$ cat config.mk
export PLATFORM = sky130hd
export DESIGN_NAME = fic_top
export DESIGN_NICKNAME = d
export VERILOG_FILES = /design/src/rtl/fic_pkg.sv /design/src/rtl/fic_crc_engine.sv /design/src/rtl/fic_top.sv
export SDC_FILE = /design/constraint.sdc
export NUM_CORES = 1
export LEC_CHECK = 0
export BUFFER_PORTS_ARGS = -buffer_cell sky130_fd_sc_hd__buf_2
export CAP_MARGIN = 20
export CELL_PAD_IN_SITES_DETAIL_PLACEMENT = 2
export CELL_PAD_IN_SITES_GLOBAL_PLACEMENT = 2
export CORE_UTILIZATION = 33
export CTS_BUF_LIST = sky130_fd_sc_hd__clkbuf_4 sky130_fd_sc_hd__clkbuf_8
export DETAILED_ROUTE_END_ITERATION = 10
export PLACE_DENSITY_LB_ADDON = 0.15
export SLEW_MARGIN = 20
export SYNTH_ARGS = -nofsm -noshare
export SYNTH_HDL_FRONTEND = slang
export SYNTH_SLANG_ARGS = --single-unit
$ cat constraint.sdc
create_clock -name clk_in -period 2.4 [get_ports clk_in]
set_input_delay 0.12 -clock clk_in [delete_from_list [all_inputs] [get_ports clk_in]]
set_output_delay 0.12 -clock clk_in [all_outputs]
set_load 0.03 [all_outputs]
$ cat src/rtl/fic_pkg.sv
// package for the settings checksum and fault injection block
// holds command codes, field positions, reset values and the carrier types
// assumes a pmbus front end that decodes word transactions on clk_in
package fic_pkg;

  // command codes of the two vendor commands
  localparam logic [7:0] CMD_CRC = 8'hF0;
  localparam logic [7:0] CMD_INJECT = 8'hF1;

  // crc settings
  localparam logic [15:0] CRC_POLY = 16'h8005;
  localparam logic [15:0] CRC_INIT = 16'h0000;
  localparam logic [15:0] CRC_RESET = 16'h0000;

  // size of the settings store walked by the checksum
  localparam int NVM_ADDR_W = 8;
  localparam logic [7:0] NVM_LAST_ADDR = 8'hFF;

  // field positions of the injection control word
  localparam int BIT_FAULT_PERSIST = 15;
  localparam int BIT_OVERTEMP_F = 14;
  localparam int BIT_OVERCURRENT_F = 12;
  localparam int BIT_LOCKOUT_F = 11;
  localparam int BIT_IN_OV_F = 10;
  localparam int BIT_OUT_UV_F = 9;
  localparam int BIT_OUT_OV_F = 8;
  localparam int BIT_WARN_PERSIST = 7;
  localparam int BIT_OVERCURRENT_W = 4;
  localparam int BIT_IN_UV_W = 3;
  localparam int BIT_OUT_UV_W = 1;
  localparam int BIT_OUT_OV_W = 0;

  // bits that store anything; 13, 6, 5 and 2 always read zero
  localparam logic [15:0] INJECT_USED_MASK = 16'hDF9B;
  // fault select bits withdrawn after one response
  localparam logic [15:0] INJECT_FAULT_SEL = 16'h5F00;
  // warning select bits withdrawn after one response
  localparam logic [15:0] INJECT_WARN_SEL = 16'h001B;
  localparam logic [15:0] INJECT_RESET = 16'h0000;

  // forced detector outputs for faults
  typedef struct packed {
    logic inject_overtemp_fault;
    logic inject_overcurrent_fault;
    logic inject_input_lockout;
    logic inject_input_overvolt_fault;
    logic inject_output_undervolt_fault;
    logic inject_output_overvolt_fault;
  } fic_fault_t;

  // forced detector outputs for warnings
  typedef struct packed {
    logic inject_overcurrent_warning;
    logic inject_input_undervolt_warning;
    logic inject_output_undervolt_warning;
    logic inject_output_overvolt_warning;
  } fic_warn_t;

  // one settings byte folded into the crc, msb first
  function automatic logic [15:0] crc_byte(input logic [15:0] acc,
                                           input logic [7:0] data);
    logic [15:0] c;
    c = acc ^ {data, 8'h00};
    for (int i = 0; i < 8; i++) begin
      c = c[15] ? ({c[14:0], 1'b0} ^ CRC_POLY) : {c[14:0], 1'b0};
    end
    return c;
  endfunction : crc_byte

endpackage : fic_pkg

$ cat src/rtl/fic_crc_engine.sv
// byte-serial crc walker over the settings store
// assumes the store returns read data one cycle after the address
`timescale 1ns/10ps
`default_nettype none
module fic_crc_engine (
  input wire logic clk_in,
  input wire logic rst_in,
  input wire logic start_in,
  input wire logic [7:0] nvm_data_in,
  output logic [7:0] nvm_addr_out,
  output logic busy_out,
  output logic [15:0] crc_out
);

  logic busy_q;
  logic busy_out_q;
  logic take_q;
  logic [7:0] addr_q;
  logic [15:0] acc_q;
  logic [15:0] crc_q;
  logic [15:0] acc_next;
  logic last_addr;

  // fold of the byte that arrives this cycle
  assign acc_next = fic_pkg::crc_byte(acc_q, nvm_data_in);
  assign last_addr = (addr_q == fic_pkg::NVM_LAST_ADDR);

  // a new start restarts the walk; the old result stays until it ends
  always_ff @(posedge clk_in) begin
    if (rst_in) begin
      busy_q <= 1'b0;
      take_q <= 1'b0;
      addr_q <= 8'h00;
      acc_q <= fic_pkg::CRC_INIT;
      crc_q <= fic_pkg::CRC_RESET;
    end else if (start_in) begin
      busy_q <= 1'b1;
      take_q <= 1'b0;
      addr_q <= 8'h00;
      acc_q <= fic_pkg::CRC_INIT;
    end else begin
      take_q <= busy_q;
      if (busy_q && last_addr) begin
        busy_q <= 1'b0;
      end else if (busy_q) begin
        addr_q <= addr_q + 8'h01;
      end
      if (take_q) begin
        acc_q <= acc_next;
      end
      if (take_q && !busy_q) begin
        crc_q <= acc_next;
      end
    end
  end

  // busy level from its own flop; the next busy-or-take is busy_q or a start
  always_ff @(posedge clk_in) begin
    if (rst_in) begin
      busy_out_q <= 1'b0;
    end else begin
      busy_out_q <= start_in | busy_q;
    end
  end

  assign nvm_addr_out = addr_q;
  assign busy_out = busy_out_q;
  assign crc_out = crc_q;

endmodule : fic_crc_engine
`default_nettype wire

$ cat src/rtl/fic_top.sv
// settings checksum report and fault injection control
// assumes a pmbus front end on clk_in that hands over decoded word reads
// and writes, a settings store with one-cycle read latency, and a fault
// handler that pulses once per completed fault response
// no interrupt of its own; the fault handler reacts to the forced levels
`timescale 1ns/10ps
`default_nettype none
// Notes on behaviour
// - checksum is crc-16, polynomial 0x8005, over the stored settings bytes.
// - checksum recomputed at boot and after each store or restore.
// - checksum register is read only; writes to it are refused.
// - writing injection register forces selected detector outputs active.
// - several selects in one write are all injected together.
// - bit 15 clear withdraws faults after one response; set keeps them.
// - bit 7 clear withdraws warnings after one response; set keeps them.
// - bits 14,12,11,10,9,8 select faults; zero injects nothing.
// - bits 4,3,1,0 select warnings; zero injects nothing.
// - bits 13,6,5,2 are unused and have no effect.
// - lockout and output overvoltage may trip while conversion is off.
// - other injections act only while conversion is enabled.
module fic_top (
  input wire logic clk_in,
  input wire logic rst_in,
  input wire logic [7:0] cmd_code_in,
  input wire logic wr_word_in,
  input wire logic [15:0] wr_data_in,
  input wire logic rd_word_in,
  input wire logic store_done_in,
  input wire logic restore_done_in,
  input wire logic conv_enable_in,
  input wire logic fault_response_in,
  input wire logic [7:0] nvm_data_in,
  output logic [7:0] nvm_addr_out,
  output logic [15:0] rd_data_out,
  output logic rd_ack_out,
  output logic cmd_nack_out,
  output logic crc_busy_out,
  output var fic_pkg::fic_fault_t fault_force_out,
  output var fic_pkg::fic_warn_t warn_force_out
);

  logic boot_q;
  logic [15:0] inject_q;
  logic [15:0] inject_d;
  logic [15:0] rd_data_q;
  logic rd_ack_q;
  logic nack_q;
  fic_pkg::fic_fault_t fault_q;
  fic_pkg::fic_fault_t fault_d;
  fic_pkg::fic_warn_t warn_q;
  fic_pkg::fic_warn_t warn_d;
  logic [15:0] crc_value;
  logic crc_start;
  logic sel_crc;
  logic sel_inject;
  logic write_inject;
  logic read_ok;
  logic nack_d;
  logic [15:0] rd_data_d;
  logic [15:0] withdraw;
  logic [15:0] withdraw_fault;
  logic [15:0] withdraw_warn;
  logic fault_persist;
  logic warn_persist;
  logic foreign_code;
  logic write_crc;

  // a response drops a whole group of selects unless that group persists
  function automatic logic [15:0] withdraw_mask(
    input logic response,
    input logic persist,
    input logic [15:0] sel
  );
    return (response & ~persist) ? sel : 16'h0000;
  endfunction : withdraw_mask

  // gated detectors only see a force while the converter runs
  function automatic logic conv_gate(input logic sel, input logic conv);
    return sel & conv;
  endfunction : conv_gate

  // command decode
  assign sel_crc = (cmd_code_in == fic_pkg::CMD_CRC);
  assign sel_inject = (cmd_code_in == fic_pkg::CMD_INJECT);
  assign foreign_code = ~(sel_crc | sel_inject);
  assign write_inject = wr_word_in & sel_inject;
  assign write_crc = wr_word_in & sel_crc;
  assign read_ok = rd_word_in & ~foreign_code;

  // the checksum has no write path, so a write to it is refused outright
  assign nack_d = write_crc
    | (wr_word_in & foreign_code)
    | (rd_word_in & foreign_code);

  // answer mux; a foreign code never reaches it because read_ok is low
  assign rd_data_d = sel_crc ? crc_value : inject_q;

  // boot pass and every store or restore start a fresh walk
  assign crc_start = boot_q | store_done_in | restore_done_in;

  // persistence bits are stored like any other; a response leaves them
  assign fault_persist = inject_q[fic_pkg::BIT_FAULT_PERSIST];
  assign warn_persist = inject_q[fic_pkg::BIT_WARN_PERSIST];

  // one response withdraws every non-persistent group at once
  assign withdraw_fault = withdraw_mask(fault_response_in, fault_persist,
    fic_pkg::INJECT_FAULT_SEL);
  assign withdraw_warn = withdraw_mask(fault_response_in, warn_persist,
    fic_pkg::INJECT_WARN_SEL);
  // both groups fold into one clear mask for the injection register
  assign withdraw = withdraw_fault | withdraw_warn;

  // a write in the same cycle as a response wins, so no injection is lost
  assign inject_d = write_inject
    ? (wr_data_in & fic_pkg::INJECT_USED_MASK)
    : (inject_q & ~withdraw);

  // lockout and output overvoltage ignore the conversion gate
  assign fault_d.inject_input_lockout =
    inject_q[fic_pkg::BIT_LOCKOUT_F];
  assign fault_d.inject_output_overvolt_fault =
    inject_q[fic_pkg::BIT_OUT_OV_F];
  // the rest only act while converting, so persistence can cycle restarts
  assign fault_d.inject_overtemp_fault =
    conv_gate(inject_q[fic_pkg::BIT_OVERTEMP_F], conv_enable_in);
  assign fault_d.inject_overcurrent_fault =
    conv_gate(inject_q[fic_pkg::BIT_OVERCURRENT_F], conv_enable_in);
  assign fault_d.inject_input_overvolt_fault =
    conv_gate(inject_q[fic_pkg::BIT_IN_OV_F], conv_enable_in);
  assign fault_d.inject_output_undervolt_fault =
    conv_gate(inject_q[fic_pkg::BIT_OUT_UV_F], conv_enable_in);
  // warnings are gated like the non-exempt faults
  assign warn_d.inject_overcurrent_warning =
    conv_gate(inject_q[fic_pkg::BIT_OVERCURRENT_W], conv_enable_in);
  assign warn_d.inject_input_undervolt_warning =
    conv_gate(inject_q[fic_pkg::BIT_IN_UV_W], conv_enable_in);
  assign warn_d.inject_output_undervolt_warning =
    conv_gate(inject_q[fic_pkg::BIT_OUT_UV_W], conv_enable_in);
  assign warn_d.inject_output_overvolt_warning =
    conv_gate(inject_q[fic_pkg::BIT_OUT_OV_W], conv_enable_in);

  // injection register, volatile, cleared by reset
  always_ff @(posedge clk_in) begin
    if (rst_in) begin
      inject_q <= fic_pkg::INJECT_RESET;
    end else begin
      inject_q <= inject_d;
    end
  end

  // forced fault outputs, registered so the fault path sees clean levels
  always_ff @(posedge clk_in) begin
    if (rst_in) begin
      fault_q <= '0;
    end else begin
      fault_q <= fault_d;
    end
  end

  // forced warning outputs, same timing as the faults
  always_ff @(posedge clk_in) begin
    if (rst_in) begin
      warn_q <= '0;
    end else begin
      warn_q <= warn_d;
    end
  end

  // read acknowledge, one cycle after an accepted read
  always_ff @(posedge clk_in) begin
    if (rst_in) begin
      rd_ack_q <= 1'b0;
    end else begin
      rd_ack_q <= read_ok;
    end
  end

  // refusal pulse, one cycle after a refused read or write
  always_ff @(posedge clk_in) begin
    if (rst_in) begin
      nack_q <= 1'b0;
    end else begin
      nack_q <= nack_d;
    end
  end

  // read word, held until the next accepted read replaces it
  always_ff @(posedge clk_in) begin
    if (rst_in) begin
      rd_data_q <= 16'h0000;
    end else if (read_ok) begin
      rd_data_q <= rd_data_d;
    end
  end

  // one-shot boot request in the first cycle after reset release
  always_ff @(posedge clk_in) begin
    if (rst_in) begin
      boot_q <= 1'b1;
    end else begin
      boot_q <= 1'b0;
    end
  end

  // checksum walker; result held between passes
  fic_crc_engine u_crc (
    .clk_in(clk_in),
    .rst_in(rst_in),
    .start_in(crc_start),
    .nvm_data_in(nvm_data_in),
    .nvm_addr_out(nvm_addr_out),
    .busy_out(crc_busy_out),
    .crc_out(crc_value)
  );

  // every output leaves straight from its flop
  assign rd_data_out = rd_data_q;
  assign rd_ack_out = rd_ack_q;
  assign cmd_nack_out = nack_q;
  assign fault_force_out = fault_q;
  assign warn_force_out = warn_q;

endmodule : fic_top
`default_nettype wire

==> results.json, run 1 <==
{
  "status": "finished clean",
  "critical_path_class": "flop to flop",
  "grt_antenna_before_repair": 0,
  "syn_area_um2": 3220,
  "fmax_ghz": 0.520,
  "num_vias": 2655,
  "initial_core_util": 0.345,
  "cp.required_ns": 2.64,
  "grt_use_total": 0.175,
  "vdd_ir_drop_max_uv": 228,
  "h-tree-depth": 3,
  "clockBufferDepth": 2,
  "tightestPinTransition_ns": 0.564,
  "layout.nets": 461,
  "cts_tree": "built",
  "first_iter_violations": 55,
  "grt_overflow": 0,
  "relSlewSlack": 0.621,
  "wirelength_mm": 8.45,
  "crit_path_max_fanout": 3,
  "synth_nets": 387,
  "antennaDiodeCount": 0,
  "postCtsSetupBuffers": 0,
  "max_stage_delay_ns": 0.52,
  "rsz0062_at_grt": "no",
  "drtAntennaViolNets": 0,
  "yosysSeqAreaShare": 0.522,
  "first_global_vias": 2806,
  "area_growth_pct": 23.5,
  "critPathLaunchType": "flop",
  "worstPathCellList": "xnor2_1 > xor2_1 > xnor3_2 > xor3_1 > mux2i_1 > nor2_1",
  "drv_slew": 0,
  "setup_viol": 0,
  "yosysWarnings": 0,
  "clk_latency_ns": 0.35,
  "die_w_um": 101,
  "p_leak_nw": 1.53,
  "grt_pass1_wl_mm": 13.6,
  "syn_inst": 346,
  "clk_pin_slew_ns": 0.08,
  "finalHoldViolCount": 0,
  "numPortBuffers": 72,
  "fin_area_um2": 3980,
  "yosys_register_bits": 84,
  "drc": 0,
  "slowest_stage": "xnor3_2",
  "cts-root-buf": "clkbuf_8",
  "cap_violations": 0,
  "fin_crit_sh": 0.801,
  "numCtsBuffers": 9,
  "die_area_um2": 10200,
  "core_area_um2": 9330,
  "grt_max_degree": 29,
  "cp.arrival_ns": 2.16,
  "cts.sinks": 84,
  "io_pins": 77,
  "avgSynthCellArea_um2": 9.31,
  "hp-class": "input pin to flop",
  "viasPerCell": 4.80,
  "period_minus_slack_ns": 1.92,
  "row_count": 35,
  "layout-drive-gt1-share": 0.226,
  "layout_common_cells": "84 x dfxtp_1, 72 x buf_2, 51 x nor2_1",
  "dr.pass1.iters": 4,
  "wl_per_cell_um": 15.3,
  "finalSetupTns_ns": 0,
  "placed_cell_area_um2": 3710,
  "dp_hpwl_mm": 6.08,
  "place_congestion": 0.699,
  "layout_commonest_cell": "dfxtp_1",
  "utilization": 0.426,
  "die_y_um": 101,
  "skew_ns": 0.0104,
  "cp-end-kind": "flop",
  "synth.distinct_cells": 26,
  "cellPowerDensity_nw_per_um2": 682
}
-- through the flow --
stage	cells	setup WS [ns]	hold slack [ns]	total power [mW]
2_1_floorplan	346	0.575	0.148	1.55
3_3_place_gp	533	0.521	0.366	1.61
3_5_place_dp	533	0.446	0.372	1.62
4_1_cts	553	0.437	0.000367	2.75
5_1_grt	553	0.297	0.00751	2.83
6_report	553	0.478	0.00633	2.71
-- repair_timing --
action / CTS / global route
hold endpoints to repair: 5 / 0
resized for setup: 0 / 0
setup endpoints to repair: 0 / 0
hold buffers: 5 / 0
-- cell type report --
| class | instances | area (µm²) |
|---|---|---|
| Tap cell | 129 | 161 |
| Clock inverter | 4 | 73.8 |
| Multi-Input combinational cell | 238 | 1440 |
| Fill cell | 1076 | 5350 |
| Inverter | 2 | 7.51 |
| Timing Repair Buffer | 85 | 470 |
| Sequential cell | 84 | 1680 |
| Clock buffer | 11 | 145 |
-- critical path: cells and delay by family (launching register included) --
kind             cells  cell delay [ns]
XOR/XNOR             4             1.30
flip-flops           1             0.33
multiplexers         1             0.15
AND/OR/NAND/NOR      1             0.05
-- final timing paths --
| check | start | end | slack [ns] | cells after the start |
|---|---|---|---|---|
| setup / recovery | u_crc.acc_q[14] | u_crc.acc_q[15] | 0.48 | 6 |
| hold / removal | wr_data_in[11] | inject_q[11] | 0.006 | 3 |
| hold reg to reg | rd_data_out[13] | rd_data_out[13] | 0.46 | 2 |
| setup reg to reg | u_crc.acc_q[14] | u_crc.acc_q[15] | 0.48 | 6 |
-- sequential cells by signal (all words and copies together) (netlist names), 4 cells and up --
signal,count
inject_q,12
u_crc.nvm_addr_out,8
u_crc.crc_out,16
warn_force_out,4
u_crc.acc_q,16
rd_data_out,16
fault_force_out,6
-- routing by layer --
| layer | wire [µm] | vias to the layer above | global-route usage |
|---|---|---|---|
| met2 | 4240 | 47 | 0.312 |
| met4 | 100 | 0 | 0.0635 |
| met1 | 3840 | 1285 | 0.211 |
| met3 | 274 | 7 | 0.0284 |
| met5 | 0 | - | 0 |
| li1 | - | 1316 | - |
-- logic make-up after synthesis --
| kind of cell | synth area share |
|---|---|
| AO/OA/AOI/OAI | 0.107 |
| AND/OR/NAND/NOR | 0.184 |
| flip-flops | 0.522 |
| multiplexers | 0.0652 |
| adder cells (fa/ha/maj) | 0.00388 |
| XOR/XNOR | 0.0854 |
| buffers and inverters | 0.0318 |
-- cell usage after synthesis --
library cell / instances / area (µm²)
a211oi_1: 28 / 210
nand4_1: 2 / 12.5
inv_1: 2 / 7.51
buf_4: 2 / 15.0
o21ai_1: 1 / 5.00
nand2_1: 39 / 146
buf_2: 4 / 20.0
dfxtp_1: 84 / 1680
nor2b_1: 4 / 25.0
and2_1: 10 / 62.6
mux2i_1: 21 / 210
and3_1: 1 / 6.26
a21oi_1: 26 / 130
nand3_1: 14 / 70.1
xor3_1: 1 / 23.8
nor4_1: 2 / 12.5
xor2_1: 5 / 43.8
nand3b_1: 4 / 30.0
ha_1: 1 / 12.5
nor3_1: 2 / 10.0
and4_1: 1 / 8.76
nor2_1: 51 / 191
clkbuf_1: 16 / 60.1
xnor2_1: 21 / 184
xnor3_2: 1 / 23.8
nand2b_1: 3 / 18.8
-- report_power, final --
| group | leakage, nW | switching [mW] | internal, mW |
|---|---|---|---|
| Combinational | 0.737 | 0.102 | 0.0833 |
| Sequential | 0.678 | 0.00363 | 1.40 |
| Clock | 0.113 | 0.503 | 0.621 |
| Total | 1.53 | 0.608 | 2.10 |
Note: power is estimated with default switching activity, not from simulation.
==> inputs of run 2 (changes only) <==
Settings changed: ABC_AREA set to 1, CORE_UTILIZATION 33 to 29.
Clock period 2.4 ns to 1.72 ns, I/O delays scaled along.
==> run 2 against run 1 <==
Net effect:
- the run now ends with setup timing left
- die area is 34% higher
- sequential share of layout area down 8.2 points
- design area up 25%
- non-clock buffer count increased by 23
- setup slack worse by 0.59 ns
- global-route usage rose by 0.053 points
- final cell count increased by 39%
- first-iteration DRC count up 120%
- critical path type unchanged
- highest routed layer unchanged
==> results.json, run 2 <==
{
  "cts.sinks": 84,
  "cap_violations": 0,
  "violations": "setup timing",
  "rr_endpoint": "u_crc.acc_q[2]",
  "drtAntennaViolNets": 0,
  "synth_area_leaders": "dfxtp_1 44%, inv_1 7.9%, o21ai_0 7.8%",
  "fin_ws_ns": -0.113,
  "hold_end": "inject_q[9]",
  "synth_top_cell_by_area": "dfxtp_1",
  "die_area_um2": 13700,
  "io_pins": 77,
  "grt_use_total": 0.175,
  "clk_latency_ns": 0.37,
  "place_congestion": 0.768,
  "cp.required_ns": 1.99,
  "fmax_ghz": 0.546,
  "yosysTopAreaCellShare": 0.440,
  "r2r_slack_ns": -0.11,
  "layout_commonest_cell": "inv_1",
  "grt_pass1_wl_mm": 18.1,
  "numPortBuffers": 72,
  "cp.arrival_ns": 2.11,
  "placed_cell_area_um2": 4460,
  "first_iter_violations": 123,
  "hp-class": "input pin to flop",
  "grt_antenna_before_repair": 0,
  "min_from": "wr_data_in[9]",
  "clockBufferDepth": 2,
  "tightestPinTransition_ns": 0.555,
  "synth.distinct_cells": 33,
  "yosysSeqAreaShare": 0.440,
  "fin_crit_sh": 1.07,
  "synthArstFlopShare": 0,
  "hold_depth": 3,
  "dr.pass1.iters": 4,
  "grt_use_met3": 0.0242,
  "synth_nets": 536,
  "dp_hpwl_mm": 8.29,
  "grt_most_used_layer": "met2",
  "numCtsBuffers": 9,
  "die_w_um": 117,
  "wl_per_cell_um": 14.8,
  "drv_slew": 0,
  "cts-root-buf": "clkbuf_8",
  "cellPowerDensity_nw_per_um2": 762,
  "clk_pin_slew_ns": 0.09,
  "layout-drive-gt1-share": 0.329,
  "skew_ns": 0.00609,
  "critical_path_class": "flop to flop",
  "status": "finished with violations",
  "core_area_um2": 12700,
  "rr_worst_depth": 17,
  "cp-end-kind": "flop",
  "yosys_register_bits": 84,
  "hold_slack_ns": 0.00957,
  "drc": 0,
  "initial_core_util": 0.301,
  "viasPerCell": 4.62,
  "synth_edf_count": 0,
  "wirelength_mm": 11.4,
  "critPathLaunchType": "flop",
  "syn_inst": 495,
  "yosysWarnings": 0,
  "grtUsageMet1": 0.199,
  "synth_most_common_cell": "dfxtp_1",
  "layout.nets": 635,
  "row_count": 41,
  "total_power_mw": 3.78,
  "vdd_ir_drop_max_uv": 236,
  "synthFlopType": "dfxtp_1",
  "avgSynthCellArea_um2": 7.73,
  "yosys-top-cells-count": "84 x dfxtp_1, 81 x inv_1, 60 x o21ai_0",
  "crit_path_max_fanout": 5,
  "grt_max_degree": 30,
  "r2r-start": "u_crc.acc_q[15]",
  "die_y_um": 117,
  "relSlewSlack": 0.630,
  "layout_common_cells": "81 x inv_1, 78 x dfxtp_1, 72 x buf_2",
  "first_global_vias": 3723,
  "antennaDiodeCount": 0,
  "grt_overflow": 0,
  "rsz0062_at_grt": "yes",
  "area_growth_pct": 29.8,
  "syn_area_um2": 3830,
  "finalSetupTns_ns": -0.791,
  "num_vias": 3565,
  "h-tree-depth": 3,
  "fin_area_um2": 4970,
  "period_minus_slack_ns": 1.83,
  "setup_viol": 11,
  "met2_usage": 0.326,
  "utilization": 0.390,
  "cts_tree": "built",
  "p_leak_nw": 2.21,
  "finalHoldViolCount": 0
}
## run 2: changes by cell type in the layout (fill, tap and decap cells not counted), sizes merged, moves of 5 or more
| cell | delta |
|---|---|
| dlygate4sd3 | +5 |
| nor3 | +9 |
| nand3 | +18 |
| a21oi | +19 |
| inv | +89 |
| nor2 | -13 |
| a211oi | -26 |
| mux2i | -21 |
| buf | +18 |
| o21ai | +59 |
| xnor2 | -16 |
| o211ai | +8 |
| and2 | -10 |
| nand2 | +44 |
## run 2: worst max path at each step
stage,from,to,slack (ns),cells past startpoint
5_1_grt,u_crc.acc_q[15],u_crc.crc_out[2],-0.26,16
3_5_place_dp,u_crc.acc_q[15],u_crc.crc_out[15],-0.09,17
4_1_cts,u_crc.acc_q[15],u_crc.crc_out[15],-0.05,17
6_report,u_crc.acc_q[15],u_crc.acc_q[2],-0.11,17
2_1_floorplan,u_crc.nvm_addr_out[1],u_crc.nvm_addr_out[7],0.01,9
3_3_place_gp,u_crc.acc_q[14],u_crc.crc_out[15],0.02,17
## run 2: what timing repair did
action                     4_1_cts  5_1_grt
buffers inserted                 6        3
setup endpoints to repair       12       13
gates resized for setup         19       15
pin swaps                        9       19
hold buffers                    10        0
hold endpoints to repair         9        0
## run 2: per-stage QoR
step | setup WS [ns] | std cells
floorplan | 0.0130 | 495
global placement | 0.0232 | 736
detailed placement | -0.0900 | 736
CTS | -0.0509 | 768
global route | -0.257 | 771
finish | -0.113 | 771
## run 2: area by class of cell
cell class                 count  area, µm²
inverter                      90        340
fill                        1509       7760
clock buffer                  11        145
multi-input combinational    301       1880
tap                          172        215
clock inverter                 5       35.0
timing repair buffer         108        659
sequential                    84       1690
## run 2: worst max-delay path: stages, from the launching register on
cell and delay, ns:
dfxtp_2 0.36, inv_2 0.06, nand2_2 0.07, nand2_2 0.06, nand2_2 0.08, nand2_4 0.08, inv_4 0.07, nand2_4 0.06
nand3_4 0.10, nand2_4 0.07, nand2_4 0.10, nand2_4 0.09, nand2_8 0.09, nand3_4 0.12, nand3_4 0.13, nand3_2 0.07
nand2_1 0.07, inv_1 0.03
## run 2: power by group
group	switching (mW)	internal [mW]	leakage, nW
sequential	0.00557	1.95	0.681
combinational	0.279	0.199	1.44
clock	0.766	0.583	0.0931
## run 2: logic make-up (layout without fill, tap and decap cells)
logic type / count (synthesis) / after routing / share of synthesized area
AOI/OAI and AO/OA: 116 / 116 / 0.159
xor gates and xnor gates: 11 / 11 / 0.0370
adders and majority gates: 1 / 1 / 0.00327
buffers and inverters: 110 / 214 / 0.112
DFF: 84 / 84 / 0.440
muxes: 3 / 3 / 0.00883
and+or+nand+nor: 170 / 170 / 0.240
## run 2: layer usage
metal,vias to the layer above,share of wire
met4,0,0.015
met2,55,0.53
met3,11,0.029
met5,-,0
met1,1727,0.43
li1,1772,-
==> inputs of run 3 (changes only) <==
Settings changed: CORE_ASPECT_RATIO set to 0.6, CORE_UTILIZATION 29 to 35.
Clock period 1.72 ns to 2.2 ns, I/O delays scaled along.
==> run 3 against run 2 <==
Net effect:
- the flow now finishes without violations
- sequential share of layout area is 2.9 points higher
- clock power fell by 17%
- wire length is 3.8% higher
- first-iteration DRC count decreased by 0.81%
- register-to-register slack better by 0.39 ns
- non-clock buffer count fell by 25
- die area shrank 17%
- global-route usage grew 5.4 points
- fmax decreased by 4.6%
- highest routed layer unchanged
==> results.json, run 3 (same netlist as run 2, synthesis figures left out) <==
{
  "clockBufferDepth": 2,
  "grt_max_degree": 29,
  "cp.required_ns": 2.46,
  "crit_path_max_fanout": 5,
  "dp_cells": 695,
  "tightestPinTransition_ns": 0.528,
  "utilization": 0.430,
  "critical_path_class": "flop to flop",
  "fin_cells": 714,
  "placed_cell_area_um2": 4340,
  "core_area_um2": 10600,
  "drtAntennaViolNets": 0,
  "cellPowerDensity_nw_per_um2": 644,
  "place_congestion": 0.762,
  "ctsResizeCount": 0,
  "wl_per_cell_um": 16.6,
  "cts-root-buf": "clkbuf_8",
  "setup_viol": 0,
  "critPathLaunchType": "flop",
  "first_iter_violations": 122,
  "skew_ns": 0.0110,
  "hold_slack_ns": 0.0126,
  "dp_hpwl_mm": 9.04,
  "dr.pass1.iters": 4,
  "fin_area_um2": 4550,
  "finalSetupTns_ns": 0,
  "p_leak_nw": 2.08,
  "io_pins": 77,
  "seq_area_um2": 1680,
  "layout_common_cells": "84 x dfxtp_1, 81 x inv_1, 72 x buf_2",
  "num_vias": 3478,
  "grt_antenna_before_repair": 0,
  "drc": 0,
  "fin_ws_ns": 0.280,
  "clk_pin_slew_ns": 0.10,
  "viasPerCell": 4.87,
  "multiInputGateArea_um2": 1710,
  "cap_violations": 0,
  "layout_commonest_cell": "dfxtp_1",
  "cp-end-kind": "flop",
  "die_w_um": 137,
  "row_count": 29,
  "hp-class": "input pin to flop",
  "wirelength_mm": 11.9,
  "initial_core_util": 0.361,
  "grt_overflow": 0,
  "rsz0062_at_grt": "no",
  "first_global_vias": 3859,
  "place_ws_ns": 0.266,
  "drv_slew": 0,
  "relSlewSlack": 0.648,
  "total_power_mw": 2.93,
  "cp.arrival_ns": 2.18,
  "numPortBuffers": 72,
  "fmax_ghz": 0.521,
  "layout-drive-gt1-share": 0.268,
  "status": "finished clean",
  "fin_crit_sh": 0.873,
  "grt_pass1_wl_mm": 19.8,
  "layout.nets": 610,
  "area_growth_pct": 19.0,
  "h-tree-depth": 3,
  "die_area_um2": 11400,
  "grt_use_total": 0.229,
  "vdd_ir_drop_max_uv": 290,
  "die_y_um": 83.0,
  "cts_tree": "built",
  "nFillCells": 1279,
  "cts.sinks": 84,
  "clk_latency_ns": 0.37,
  "period_minus_slack_ns": 1.92,
  "finalHoldViolCount": 0,
  "numCtsBuffers": 9
}
[run 3: changes by cell type in the layout (fill, tap and decap cells not counted), sizes merged]
cell,delta
clkinvlp,-1
dlygate4sd3,-8
buf,-17
clkinv,-1
diode,+1
inv,+2
[run 3: worst paths after layout]
path                       end  slack, ns  cells past startpoint         startpoint
min                inject_q[4]       0.01                      3      wr_data_in[4]
max             u_crc.acc_q[3]       0.28                     15    u_crc.acc_q[13]
min reg2reg  u_crc.crc_out[12]       0.46                      2  u_crc.crc_out[12]
max reg2reg     u_crc.acc_q[3]       0.28                     15    u_crc.acc_q[13]
[run 3: metal layers]
layer  track usage  vias to the layer above  share of wire
li1              -                     1725              -
met4        0.0450                        0         0.0068
met2         0.364                       66           0.46
met5             0                        -              0
met3        0.0482                        9          0.039
met1         0.320                     1678           0.50
[run 3: worst max-delay path: stages (launching register included)]
cell	delay (ns)
dfxtp_1	0.40
inv_2	0.08
nand2_2	0.08
nand2_4	0.07
nand2_1	0.07
nand2_2	0.09
nand2_2	0.12
nand3_4	0.11
nand2_4	0.10
nand2_4	0.08
nand2_4	0.11
nand2_4	0.09
nand3_2	0.08
nand3_1	0.13
o211ai_1	0.13
inv_1	0.06
[run 3: final cells by class]
cell class,count,area share
clock buffers,11,0.0333
repair buffers,83,0.0984
clock inverters,5,0.00935
well taps,139,0.0382
multi-input cells,301,0.377
flip-flops and latches,84,0.369
diodes,1,0.000550
inverters,90,0.0742
[run 3: timing repair]
item | CTS | global route
hold buffers | 2 | 0
endpoints found under the setup margin | 0 | 0
hold endpoints to repair | 2 | 0
setup buffers | 0 | 0
[run 3: report_power, final]
group	total [mW]	internal (mW)	switching [mW]
registers	1.53	1.53	0.00464
logic	0.284	0.0971	0.187
clock network	1.12	0.489	0.627
